===== config.mk =====
export PLATFORM = sky130hd
export DESIGN_NAME = pcsc_client
export DESIGN_NICKNAME = d
export VERILOG_FILES = /design/src/hw/pcsc_client.v /design/src/hw/pcsc_nib_split.v
export VERILOG_INCLUDE_DIRS = /design/src /design/src/hw
export SDC_FILE = /design/constraint.sdc
export NUM_CORES = 1
export LEC_CHECK = 0
export BUFFER_PORTS_ARGS = -buffer_cell sky130_fd_sc_hd__buf_2
export CAP_MARGIN = 20
export CORE_MARGIN = 2
export CORE_UTILIZATION = 40
export CTS_CLUSTER_DIAMETER = 50
export DETAILED_ROUTE_END_ITERATION = 16
export GPL_TIMING_DRIVEN = 1
export PLACE_DENSITY = 0.63
export SLEW_MARGIN = 40
export SYNTH_ARGS = -nofsm -noshare
export SYNTH_HDL_FRONTEND = slang
export SYNTH_SLANG_ARGS = --single-unit

===== constraint.sdc =====
create_clock -name core_clk -period 2.9 [get_ports core_clk]
set_input_delay 0.435 -clock core_clk [delete_from_list [all_inputs] [get_ports core_clk]]
set_output_delay 0.435 -clock core_clk [all_outputs]
set_load 0.01 [all_outputs]

===== src/hw/pcsc_defines.vh =====
// Purpose: Shared constants of the PCS client-side GMII/MII block.
// Assumes: Included by every design file of the block.
// Notes:   Speed codes are shared by the forced field and partner ability.
`ifndef PCSC_DEFINES_VH
`define PCSC_DEFINES_VH

// ==========================================================================
// Speed encodings (forced speed field and partner ability speed bits)
`define PCSC_SPD_10          2'h0
`define PCSC_SPD_100         2'h1
`define PCSC_SPD_1000        2'h2
`define PCSC_SPD_RSVD        2'h3

// ==========================================================================
// Partner ability word layout
`define PCSC_PA_SPD_HI       11
`define PCSC_PA_SPD_LO       10
`define PCSC_PA_DUPLEX       12

// ==========================================================================
// One-hot speed vector positions {g, m100, m10}
`define PCSC_OH_1000         3'h4
`define PCSC_OH_100          3'h2
`define PCSC_OH_10           3'h1

// ==========================================================================
// Clock-enable divisors at the 125 MHz client rate
`define PCSC_DIV_100         7'hA
`define PCSC_DIV_10          7'h64
`define PCSC_DIV_ONE         7'h1

`endif


===== src/hw/pcsc_client.v =====
// Purpose: Client-side GMII/MII datapath and SGMII status of a PCS.
// Assumes: All inputs synchronous to core_clk; MAC samples on enable ticks.
// Notes:   Byte path serves gigabit, nibble path serves 10/100 in SGMII.
//
// Contract
// - Byte receive valid stays high from the first preamble byte to the last CRC byte.
// - Both receive paths raise their error output while passing a frame with errors.
// - Nibble receive gives 4-bit data with valid high from first to last nibble.
// - Collision is raised when a collision is seen while a frame is transmitted.
// - Carrier sense is raised whenever transmit or receive activity is seen.
// - In 1000BASE-X the gigabit indication is 1 and the others are 0.
// - In SGMII, gigabit follows partner ability when negotiating, else forced speed 10.
// - In SGMII, 100 Mbps follows partner ability when negotiating, else forced speed 01.
// - In SGMII, 10 Mbps follows partner ability when negotiating, else forced speed 00.
// - In SGMII, half duplex follows partner ability when negotiating, else forced bit 1.
// - Receive and transmit client timing is supplied at the 125 MHz client rate.
// - In SGMII only, receive and transmit clock enables qualify the client clocks.
// - Receive and transmit logic each have their own active-high reset.
`timescale 1ns/100ps
`include "pcsc_defines.vh"

module pcsc_client (
   input  wire        core_clk,
   input  wire        rst,
   input  wire        rx_reset,
   input  wire        tx_reset,
   input  wire        sgmii_mode,
   input  wire        negotiation_enable,
   input  wire [15:0] partner_ability,
   input  wire [1:0]  forced_speed,
   input  wire        forced_duplex,
   input  wire        pcs_rx_valid,
   input  wire [7:0]  pcs_rx_data,
   input  wire        pcs_rx_err,
   input  wire        pcs_col_det,
   input  wire [7:0]  mac_tx_byte,
   input  wire        mac_tx_byte_en,
   input  wire        mac_tx_byte_err,
   input  wire [3:0]  mac_tx_nib,
   input  wire        mac_tx_nib_en,
   input  wire        mac_tx_nib_err,
   output reg         byte_rx_valid,
   output reg  [7:0]  byte_rx_data,
   output reg         byte_rx_err,
   output wire        nibble_rx_valid,
   output wire [3:0]  nibble_rx_data,
   output wire        nibble_rx_err,
   output reg         pcs_tx_valid,
   output reg  [7:0]  pcs_tx_data,
   output reg         pcs_tx_err,
   output reg         col_ind,
   output reg         crs_ind,
   output reg         rx_clk_ena,
   output reg         tx_clk_ena,
   output reg         gig_ind,
   output reg         fast_ind,
   output reg         slow_ind,
   output reg         half_duplex_ind
);

   // ======================================================================
   // Speed decode
   function [2:0] spd_onehot;
      input [1:0] code;
      input [2:0] prev;
      begin
         case (code)
            `PCSC_SPD_1000: spd_onehot = `PCSC_OH_1000;
            `PCSC_SPD_100:  spd_onehot = `PCSC_OH_100;
            `PCSC_SPD_10:   spd_onehot = `PCSC_OH_10;
            default:        spd_onehot = prev;
         endcase
      end
   endfunction

   wire [2:0] spd_prev = {gig_ind, fast_ind, slow_ind};
   wire [1:0] pa_spd   = partner_ability[`PCSC_PA_SPD_HI:`PCSC_PA_SPD_LO];
   reg  [2:0] spd_d;
   reg        hd_d;

   always @* begin
      if (!sgmii_mode) begin
         spd_d = `PCSC_OH_1000;
         hd_d  = 1'b0;
      end else if (negotiation_enable) begin
         spd_d = spd_onehot(pa_spd, spd_prev);
         hd_d  = ~partner_ability[`PCSC_PA_DUPLEX];
      end else begin
         spd_d = spd_onehot(forced_speed, spd_prev);
         hd_d  = forced_duplex;
      end
   end

   // Reserved code holds the previous speed, keeping one hot
   always @(posedge core_clk or posedge rst) begin
      if (rst) begin
         gig_ind         <= 1'b1;
         fast_ind        <= 1'b0;
         slow_ind        <= 1'b0;
         half_duplex_ind <= 1'b0;
      end else begin
         gig_ind         <= spd_d[2];
         fast_ind        <= spd_d[1];
         slow_ind        <= spd_d[0];
         half_duplex_ind <= hd_d;
      end
   end

   wire nib_mode = sgmii_mode & ~gig_ind;

   // ======================================================================
   // Clock enables
   reg [6:0] rx_cnt_q;
   reg [6:0] tx_cnt_q;
   reg [6:0] div_d;

   always @* begin
      if (!nib_mode)
         div_d = `PCSC_DIV_ONE;
      else if (fast_ind)
         div_d = `PCSC_DIV_100;
      else
         div_d = `PCSC_DIV_10;
   end

   // Enables run at the 125 MHz client rate, divided for 10/100
   always @(posedge core_clk or posedge rst) begin
      if (rst) begin
         rx_cnt_q   <= 7'h0;
         rx_clk_ena <= 1'b1;
      end else if (rx_reset) begin
         rx_cnt_q   <= 7'h0;
         rx_clk_ena <= 1'b1;
      end else if (rx_cnt_q + `PCSC_DIV_ONE >= div_d) begin
         rx_cnt_q   <= 7'h0;
         rx_clk_ena <= 1'b1;
      end else begin
         rx_cnt_q   <= rx_cnt_q + `PCSC_DIV_ONE;
         rx_clk_ena <= 1'b0;
      end
   end

   always @(posedge core_clk or posedge rst) begin
      if (rst) begin
         tx_cnt_q   <= 7'h0;
         tx_clk_ena <= 1'b1;
      end else if (tx_reset) begin
         tx_cnt_q   <= 7'h0;
         tx_clk_ena <= 1'b1;
      end else if (tx_cnt_q + `PCSC_DIV_ONE >= div_d) begin
         tx_cnt_q   <= 7'h0;
         tx_clk_ena <= 1'b1;
      end else begin
         tx_cnt_q   <= tx_cnt_q + `PCSC_DIV_ONE;
         tx_clk_ena <= 1'b0;
      end
   end

   // ======================================================================
   // Byte receive path
   always @(posedge core_clk or posedge rst) begin
      if (rst) begin
         byte_rx_valid <= 1'b0;
         byte_rx_data  <= 8'h0;
         byte_rx_err   <= 1'b0;
      end else if (rx_reset || nib_mode) begin
         byte_rx_valid <= 1'b0;
         byte_rx_data  <= 8'h0;
         byte_rx_err   <= 1'b0;
      end else begin
         byte_rx_valid <= pcs_rx_valid;
         byte_rx_data  <= pcs_rx_valid ? pcs_rx_data : 8'h0;
         byte_rx_err   <= pcs_rx_valid & pcs_rx_err;
      end
   end

   // ======================================================================
   // Nibble receive path
   pcsc_nib_split u_split (
      .core_clk    (core_clk),
      .rst         (rst),
      .srst        (rx_reset | ~nib_mode),
      .tick        (rx_clk_ena),
      .in_valid    (pcs_rx_valid),
      .in_data     (pcs_rx_data),
      .in_err      (pcs_rx_err),
      .nib_valid_q (nibble_rx_valid),
      .nib_data_q  (nibble_rx_data),
      .nib_err_q   (nibble_rx_err)
   );

   // ======================================================================
   // Transmit path
   reg       tx_phase_q;
   reg [3:0] tx_lo_q;
   reg       tx_nerr_q;

   always @(posedge core_clk or posedge rst) begin
      if (rst) begin
         tx_phase_q   <= 1'b0;
         tx_lo_q      <= 4'h0;
         tx_nerr_q    <= 1'b0;
         pcs_tx_valid <= 1'b0;
         pcs_tx_data  <= 8'h0;
         pcs_tx_err   <= 1'b0;
      end else if (tx_reset) begin
         tx_phase_q   <= 1'b0;
         tx_lo_q      <= 4'h0;
         tx_nerr_q    <= 1'b0;
         pcs_tx_valid <= 1'b0;
         pcs_tx_data  <= 8'h0;
         pcs_tx_err   <= 1'b0;
      end else if (!nib_mode) begin
         // Byte taken only while the MAC enable marks it valid
         tx_phase_q   <= 1'b0;
         tx_nerr_q    <= 1'b0;
         pcs_tx_valid <= mac_tx_byte_en;
         pcs_tx_data  <= mac_tx_byte_en ? mac_tx_byte : 8'h0;
         pcs_tx_err   <= mac_tx_byte_en & mac_tx_byte_err;
      end else begin
         pcs_tx_valid <= 1'b0;
         if (tx_clk_ena) begin
            if (!tx_phase_q) begin
               if (mac_tx_nib_en) begin
                  tx_lo_q    <= mac_tx_nib;
                  tx_nerr_q  <= mac_tx_nib_err;
                  tx_phase_q <= 1'b1;
               end
            end else begin
               // Odd trailing nibble goes out flagged as errored
               pcs_tx_valid <= 1'b1;
               pcs_tx_data  <= {mac_tx_nib_en ? mac_tx_nib : 4'h0, tx_lo_q};
               pcs_tx_err   <= tx_nerr_q | (mac_tx_nib_en ? mac_tx_nib_err : 1'b1);
               tx_phase_q   <= 1'b0;
            end
         end
      end
   end

   // ======================================================================
   // Collision and carrier sense
   wire tx_active = nib_mode ? (mac_tx_nib_en | tx_phase_q) : mac_tx_byte_en;

   always @(posedge core_clk or posedge rst) begin
      if (rst) begin
         col_ind <= 1'b0;
         crs_ind <= 1'b0;
      end else begin
         col_ind <= tx_active & (pcs_col_det | (half_duplex_ind & pcs_rx_valid));
         crs_ind <= tx_active | pcs_rx_valid;
      end
   end

endmodule // pcsc_client


===== src/hw/pcsc_nib_split.v =====
// Purpose: Splits receive bytes into low-then-high nibbles on enable ticks.
// Assumes: Source holds one byte across two ticks; sampled on the even tick.
// Notes:   Outputs hold between ticks, as the slow MII clock requires.
`timescale 1ns/100ps
`include "pcsc_defines.vh"

module pcsc_nib_split (
   input  wire       core_clk,
   input  wire       rst,
   input  wire       srst,
   input  wire       tick,
   input  wire       in_valid,
   input  wire [7:0] in_data,
   input  wire       in_err,
   output reg        nib_valid_q,
   output reg  [3:0] nib_data_q,
   output reg        nib_err_q
);

   reg       phase_q;
   reg [3:0] hi_q;
   reg       err_q;

   // ======================================================================
   // Nibble sequencing
   always @(posedge core_clk or posedge rst) begin
      if (rst) begin
         phase_q     <= 1'b0;
         hi_q        <= 4'h0;
         err_q       <= 1'b0;
         nib_valid_q <= 1'b0;
         nib_data_q  <= 4'h0;
         nib_err_q   <= 1'b0;
      end else if (srst) begin
         phase_q     <= 1'b0;
         hi_q        <= 4'h0;
         err_q       <= 1'b0;
         nib_valid_q <= 1'b0;
         nib_data_q  <= 4'h0;
         nib_err_q   <= 1'b0;
      end else if (tick) begin
         if (!phase_q) begin
            // Valid held through both nibbles of every byte
            nib_valid_q <= in_valid;
            nib_data_q  <= in_valid ? in_data[3:0] : 4'h0;
            nib_err_q   <= in_valid & in_err;
            hi_q        <= in_data[7:4];
            err_q       <= in_err;
            phase_q     <= in_valid;
         end else begin
            nib_data_q  <= hi_q;
            nib_err_q   <= err_q;
            phase_q     <= 1'b0;
         end
      end
   end

endmodule // pcsc_nib_split


# [Yosys cells after proc, flatten, opt, wreduce, memory -nomap -nowiden]
# Index checks and enable logic that the tools add are counted.
[classes] addsub=2 n_lt_le_gt_ge=2 eq_ne=12 muxes=70 n_bitwise=13 reduce_logical=12
[ops] operator="$mux W8" count=7
[ops] operator="$mux W4" count=13
[ops] operator="$mux W7" count=6
[ops] operator="$mux W1" count=40
[ops] operator="$pmux W3 S3" count=2
[ops] operator="$add A7 B1 Y7 const B" count=2
[ops] operator="$ge A7 B7 Y1" count=2
[ops] operator="$ne A3 B3 Y1 const B" count=3
[ops] operator="$reduce_bool A2 Y1" count=4
[ops] operator="$mux W3" count=2
[ops] operator="$reduce_and A2 Y1" count=3
[ops] operator="$and A1 B1 Y1" count=5
[ops] operator="$ne A5 B1 Y1 const B" count=1
[ops] operator="$ne A5 B2 Y1 const B" count=1
[ops] operator="$or A1 B1 Y1" count=5
[ops] operator="$eq A2 B1 Y1 const B" count=2
[ops] operator="$eq A2 B2 Y1 const B" count=2
[ops] operator="$logic_not A2 Y1" count=2
[ops] operator="$reduce_and A4 Y1" count=1
[ops] operator="$ne A3 B2 Y1 const B" count=1
[ops] operator="$not A1 Y1" count=3
[ops] operator="$reduce_and A3 Y1" count=1
[ops] operator="$ne A2 B1 Y1 const B" count=1
[ops] operator="$ne A2 B2 Y1 const B" count=1
[ops] operator="$logic_or A1 B1 Y1" count=1
[word_totals] regBits=60

# [Depth between registers and ports, before layout]
# Gate-level depths: netlist (run 1).
[depth] ltp_word=6 ltp_mapped=9 mapped_depth_nobuf=9

# [Hierarchy]
# From an unflattened synthesis (run 1), not the netlist that was laid out.
[unflattened] cells_unflattened=282 hier_area_um2=2960.3
[modules_own_cells] module="pcsc_client" n_inst=1 cells_each=232 area_each_um2=2419.8 seq_area_each_um2=1204.9
[modules_own_cells] module="pcsc_nib_split" n_inst=1 cells_each=50 area_each_um2=540.5 seq_area_each_um2=300.3

# [Worst setup path before layout (run 1)]
# No wires, ideal clock.
[synth_timing] path_type="register -> register" start="register gig_ind" end="register tx_cnt_q[2]" setup_time_ps=76 arrival_time_ps=2148 required_ps=2824 path_slack_ps=676 path_stages_with_launch=9 path_buffers=1 synth_period_minus_slack_ps=2224 cell_sequence="dfstp_2 -> and2b_4 -> buf_2 -> nand2b_1 -> ha_1 -> a211oi_1 -> o21a_1 -> o221ai_1 -> nor2b_1"
[synth_via] elab_chain_len=6
[synth_lines] item="start: declaration" line_no="pcsc_client.v:55" text="output reg gig_ind,"
[synth_lines] item="start signal: assignment" line_no="pcsc_client.v:102" text="gig_ind <= spd_d[2];"
[synth_lines] item="$not A1 Y1" line_no="pcsc_client.v:109" text="wire nib_mode = sgmii_mode & ~gig_ind;"
[synth_lines] item="$and A1 B1 Y1" line_no="pcsc_client.v:109"
[synth_lines] item="$mux W7" line_no="pcsc_client.v:118" text="if (!nib_mode)"
[synth_lines] item="$ge A7 B7 Y1" line_no="pcsc_client.v:150" text="end else if (tx_cnt_q + `PCSC_DIV_ONE >= div_d) begin"
[synth_lines] item="$mux W7" line_no="pcsc_client.v:150"
[synth_lines] item="$mux W7" line_no="pcsc_client.v:147" text="end else if (tx_reset) begin"
[synth_lines] item="end signal: assignment" line_no="pcsc_client.v:154" text="tx_cnt_q <= tx_cnt_q + `PCSC_DIV_ONE;"
[synth_lines] item="end: declaration" line_no="pcsc_client.v:114" text="reg [6:0] tx_cnt_q;"
# No other way between the ends.
# A chain may end at the register's enable or synchronous reset.

# [Worst setup path in the final report (run 1)]
[layout_timing] start="register gig_ind" end="register tx_cnt_q[3]"
# Same word-level chain as after synthesis.

==> run metrics, run 1 <==
status complete, no violations; Die X-Extent 89.59 um; post-route ant nets 0; first-pass GRT wire length 9680 um; GR Overflow Total 0; CTS buffer count 9; largest net degree at the start of global routing 24; Worst-Skew Late Latency 0.33 ns; Ports 86; CTS tree built; GR peak layer met2; part of the power in registers 45.7%; crit-path max cell delay 0.55 ns; GRT Resource Usage Total 16.16%; Setup Skew 0.004681 ns; FF/Latch Area 0.001505 sq mm; vias per inst 4.839; number of cells after detailed placement 444; R2R Setup Slk 0.55 ns; unrepaired setup endpoints after global routing false; final setup fails 0; Finished Layout Cells 460; Post-synth ARST share 100.0%; Max Cap Viol 0; Synth Flop Type dfrtp_1; Synth cell types 41; met1 Track Usage GR 20.67%; WL final 6000 um; initial drt markers 51; slowest stage cell on the critical path dfstp_2; height of the die 89.59 um; Antenna diodes 0; Setup CP Type register to register; share of cells above drive strength 1 27.70%; Post-Syn Area 0.002930 sq mm; pwr/cell area 546.7 mW/mm^2; vias in the first global route 2146; Setup crit start kind register; synth top area cells dfrtp_1, ha_1, nand2_1, mux2i_1, nor2_1; Worst Hold Class primary input to async pin; Peak VDD IR 0.1943 mV; Comb pwr share 12.2%; Psw 0.4867 mW; FP Rows 31; Int Power 1.483 mW; DRC violations left 0; fin. max-slew vios 0; antenna violations before repair 0; switching share of total power 24.72%; Rel. slew slack 51.69%; post-synth top area share 48.68%; FF-to-FF End tx_cnt_q[3]; Arr. time, crit path 2.61 ns; fin nets 426; cells after synthesis 280; routed vias 2226; critical-path maximum fanout 14; IO Port Bufs 72; drt wl/cell 13.04 um; core region area 0.007176 sq mm; DP HPWL 4434 um; design area 0.003602 sq mm; Max Buffers Root-to-Sink 2; H-Tree Depth 3; Syn Nets 350; WP buf/inv 0; endpoints failing hold 0; Worst setup EP type register; multi-input gate area in the final layout 0.001343 sq mm; Post-CTS Setup Bufs 0; sequence of cells on the critical path and2b_4 -> nand2b_1 -> ha_1 -> a211oi_1 -> o21a_1 -> o221ai_1 -> nor2b_1; worst r2r src gig_ind; met3 Usage GRT 5.667%; Clock transition at path regs 0.07 ns; Crit path max-delay family compound AO/OA/AOI/OAI gates; Final period util 81.17%; die footprint 0.008026 sq mm; P_leak 1.850 nW; number of synthesized register bits 60; CP required 3.16 ns; top cell type by total area after synthesis dfrtp_1; setup tns final 0 ns; Post-synth EDFFs 0; Starting Density 40.84%; TritonRoute pass-1 iters 4; fin crit period 2.354 ns; CTS sink count 60; post-CTS resize count 0; Fmax achieved 424.8 MHz; Clock power frac 42.1%; area growth from synthesis to layout 22.93%; sequential fraction of the synthesis area 51.37%; FILL cells 684; dpl cell area 0.003385 sq mm; Yosys Warn Count 0; Root Buffer clkbuf_8; R2R depth 7; global routing usage on met2 24.73%; Hold-fix buffers, CTS 0; worst slew pin tran 0.7224 ns; syn avg cell area 10.47 sq um; Final GP Congestion 0.8334
==> registers in the layout, indices dropped and copies added (netlist names), 4 cells and up <==
name and flops:
tx_cnt_q 7, u_split.hi_q 4, pcs_tx_data 8, byte_rx_data 8
tx_lo_q 4, rx_cnt_q 7, u_split.nib_data_q 4
==> cells in the final DEF, fill, tap and decap left out, types with 2 or more instances in the layout <==
cell / count
buf_2: 72
dfrtp_1: 57
nand2_1: 31
nor2_1: 25
ha_1: 18
a21oi_1: 15
mux2i_1: 10
and2_1: 10
clkbuf_8: 10
nand3_1: 9
nor2b_1: 9
and3_1: 8
o31ai_1: 8
inv_1: 8
xor2_1: 8
nand2b_1: 6
o21ai_0: 6
a31oi_1: 5
a22oi_1: 5
nor3_1: 3
dfstp_2: 3
inv_2: 2
nand3b_1: 2
mux2_2: 2
xnor2_1: 2
and4_1: 2
a211oi_1: 2
o21a_1: 2
o221ai_1: 2
clkbuf_1: 2
bufinv_16: 2
buf_4: 2
==> kinds of logic after synthesis <==
logic type | after synthesis | share of synthesized area (%)
AO/OA/AOI/OAI | 48 | 10.93
buffers and inverters | 19 | 2.818
multiplexers | 12 | 4.185
flip-flops | 60 | 51.37
AND/OR/NAND/NOR | 113 | 20.03
XOR/XNOR | 10 | 2.989
adder cells (fa/ha/maj) | 18 | 7.686
==> layer usage <==
layer,wire length [um],part of all wire (%),vias up
li1,-,-,1119
met1,2731,46,1033
met2,2766,46,62
met3,379,6.3,12
met4,122,2.0,0
met5,0,0,-
==> how the worst max path moves through the flow <==
stage          startpoint           to  depth (start not counted)
4_1_cts           gig_ind  tx_cnt_q[3]                          7
5_1_grt           gig_ind  tx_cnt_q[3]                          7
2_1_floorplan     gig_ind  tx_cnt_q[2]                          8
3_5_place_dp   sgmii_mode  rx_cnt_q[3]                          8
6_report          gig_ind  tx_cnt_q[3]                          7
3_3_place_gp   sgmii_mode  rx_cnt_q[6]                          8
==> power by group through the flow <==
stage | clock network (mW) | registers, mW | logic (mW)
floorplan | 0 | 0.926 | 0.140
global placement | 0 | 0.916 | 0.240
detailed placement | 0 | 0.916 | 0.244
CTS | 0.847 | 0.900 | 0.245
global route | 0.895 | 0.906 | 0.275
finish | 0.829 | 0.900 | 0.240
==> cell usage after synthesis (all sizes together) (3+ instances only) <==
library cell and n:
nor2b 9, a22oi 5, nor3 4, nor2 26, ha 18, o31ai 8, dfstp 3, dfrtp 57
mux2i 10, inv 10, and2 10, buf 4, and3 8, a211oi 3, a21oi 15, o21ai 6
xor2 8, nand2 31, nand3 9, nand2b 6, a31oi 5, clkbuf 5
==> stage by stage <==
step           setup slack [ns]  power (mW)  utilization, %  hold slack [ns]
6_report                 0.5459       1.969           50.20           0.1025
5_1_grt                  0.2830       2.076           50.20           0.1199
4_1_cts                  0.4856       1.992           50.20           0.1054
3_5_place_dp             0.3394       1.160           47.17           0.4584
3_3_place_gp             0.4203       1.155           47.17           0.4584
2_1_floorplan            0.6760       1.066               -           0.4805
==> area by class of cell <==
class / instances / share of cell area [%]
clock buffer: 12 / 4.029
clock inverter: 4 / 2.015
inverter: 10 / 1.042
multi-input combinational: 201 / 37.27
sequential: 60 / 41.79
tap: 99 / 3.439
timing repair buffer: 74 / 10.42
(Power assumes the default switching activity.)
==> inputs of run 2 (changes only) <==
==> constraint.sdc (replaced) <==
create_clock -name core_clk -period 2.3 [get_ports core_clk]
set_input_delay 0.345 -clock core_clk [delete_from_list [all_inputs] [get_ports core_clk]]
set_output_delay 0.345 -clock core_clk [all_outputs]
set_load 0.01 [all_outputs]
==> run 2 against run 1 <==
  * Combinational power increased by 38%
  * Critical path depth increased by 3
  * Global-route usage increased by 0.58 points
  * Final area increased by 3.0%
  * Largest power group unchanged
==> run metrics, run 2 (synthesis gave the netlist of run 1 again) <==
FP Rows 31 (unchanged); initial drt markers 54 (+5.9%); CP required 2.57 ns (-0.59 ns); Final GP Congestion 0.7879 (-5.5%); GRT Resource Usage Total 16.74% (+0.58 points); crit-path max cell delay 0.37 ns (-0.18 ns); Worst-Skew Late Latency 0.34 ns (about the same); endpoints failing hold 0 (unchanged); Psw 0.6264 mW (+29%); Rel. slew slack 57.08% (+5.4 points); Fmax achieved 462.8 MHz (+8.9%); fin. max-slew vios 0 (unchanged); critical-path maximum fanout 7 (-7); post-route ant nets 0 (unchanged); CTS sink count 60 (unchanged); Worst Hold Class primary input to async pin; design area 0.003709 sq mm (+3.0%); GR Overflow Total 0 (unchanged); fin nets 438 (+2.8%); WP buf/inv 1 (+1); Final period util 93.95% (+13 points); IO Port Bufs 72 (unchanged); Root Buffer clkbuf_8; sequence of cells on the critical path ha_1 -> nand2_1 -> nor2_1 -> xor2_1 -> ha_1 -> a211oi_2 -> o21a_1 -> o221ai_1 -> buf_4 -> nor2b_1; Crit path max-delay family compound AO/OA/AOI/OAI gates; Max Buffers Root-to-Sink 2 (unchanged); vias per inst 4.888 (+1.0%); CTS tree built; height of the die 89.59 um (unchanged); first-pass GRT wire length 10040 um (+3.7%); TritonRoute pass-1 iters 4 (unchanged); dpl ws -0.07287 ns (-0.4122 ns); commonest cells after routing, fill and taps aside buf_2, dfrtp_1, nand2_1, nor2_1, ha_1; Clock power frac 41.8% (-0.3 points); DP HPWL 4550 um (+2.6%); Peak VDD IR 0.2666 mV (+37%); part of the power in registers 45.0% (-0.7 points); most common cell after layout, fill and taps aside buf_2; switching share of total power 24.91% (+0.20 points); WL final 6188 um (+3.1%); Die X-Extent 89.59 um (unchanged); fin crit period 2.161 ns (-0.1933 ns); routed vias 2307 (+3.6%); area growth from synthesis to layout 26.56%; Largest regs byte_rx_data (8), pcs_tx_data (8); worst slew pin tran 0.6424 ns (-0.07995 ns); Tot Pwr 2.514 mW (+28%); final setup fails 0 (unchanged); Clock transition at path regs 0.07 ns (about the same); Arr. time, crit path 2.43 ns (-0.18 ns); Ports 86 (unchanged); Setup Skew 0.004004 ns (-0.0006776 ns); drt wl/cell 13.11 um (+0.51%); dpl cell area 0.003452 sq mm (+2.0%); pwr/cell area 678.0 mW/mm^2 (+24%); largest net degree at the start of global routing 24 (unchanged); status complete, no violations; vias in the first global route 2195 (+2.3%); Int Power 1.888 mW (+27%); slowest stage cell on the critical path dfrtp_1; Antenna diodes 0 (unchanged); antenna violations before repair 0 (unchanged); CTS buffer count 9 (unchanged); DRC violations left 0 (unchanged); Worst setup EP type register; core region area 0.007176 sq mm (unchanged); H-Tree Depth 3 (unchanged); Max Cap Viol 0 (unchanged); Setup CP Type register to register; Starting Density 40.84% (unchanged); Comb pwr share 13.2% (+1.0 points); Crit path top cell by count ha_1; hold_ws 0.01257 ns (-0.08993 ns); die footprint 0.008026 sq mm (unchanged); Setup crit start kind register; final setup margin 0.1392 ns (-0.4067 ns); P_leak 1.912 nW (+3.4%); share of cells above drive strength 1 30.83% (+3.1 points); Hold-fix buffers, CTS 0 (unchanged); Core Util, Final 51.68% (+1.5 points)
## run 2: power by group through the flow
stage	Combinational [mW]	Clock, mW	Sequential (mW)
floorplan	0.177	0	1.17
detailed placement	0.329	0	1.15
global route	0.375	1.13	1.14
global placement	0.324	0	1.15
finish	0.331	1.05	1.13
CTS	0.332	1.08	1.13
## run 2: worst paths after layout
check / startpoint / end / slack (ns) / cells after the start
setup / recovery: tx_cnt_q[0] / tx_cnt_q[5] / 0.14 / 10
hold / removal: rst / pcs_tx_err / 0.01 / 2
setup reg to reg: tx_cnt_q[0] / tx_cnt_q[5] / 0.14 / 10
hold reg to reg: pcs_tx_data[0] / pcs_tx_data[0] / 0.48 / 2
max in group asynchronous: rst / gig_ind / 1.62 / 3
min in group core_clk: pcs_rx_data[1] / u_split.nib_data_q[1] / 0.21 / 3
## run 2: stage by stage
stage | std cells | setup TNS, ns
2_1_floorplan | 280 | 0
3_3_place_gp | 453 | 0
3_5_place_dp | 453 | -0.08494
4_1_cts | 469 | 0
5_1_grt | 472 | -0.3402
6_report | 472 | 0
## run 2: repair_timing
action,CTS,global route
pin swaps,0,3
gates resized for setup,1,2
setup endpoints to repair,4,12
setup buffers,0,3
## run 2: routing by layer
layer,part of all wire [%],GRT usage [%],vias up
li1,-,-,1145
met1,46,21.50,1094
met2,48,26.34,59
met3,4.3,4.296,9
met4,2.0,8.141,0
met5,0,0,-
## run 2: layout make-up
type	count	area, sq um
Fill cell	676	3467
Sequential cell	60	1505
Multi-Input combinational cell	201	1359
Timing Repair Buffer	86	465.4
Clock buffer	12	145.1
Tap cell	99	123.9
Clock inverter	4	72.57
Inverter	10	37.54
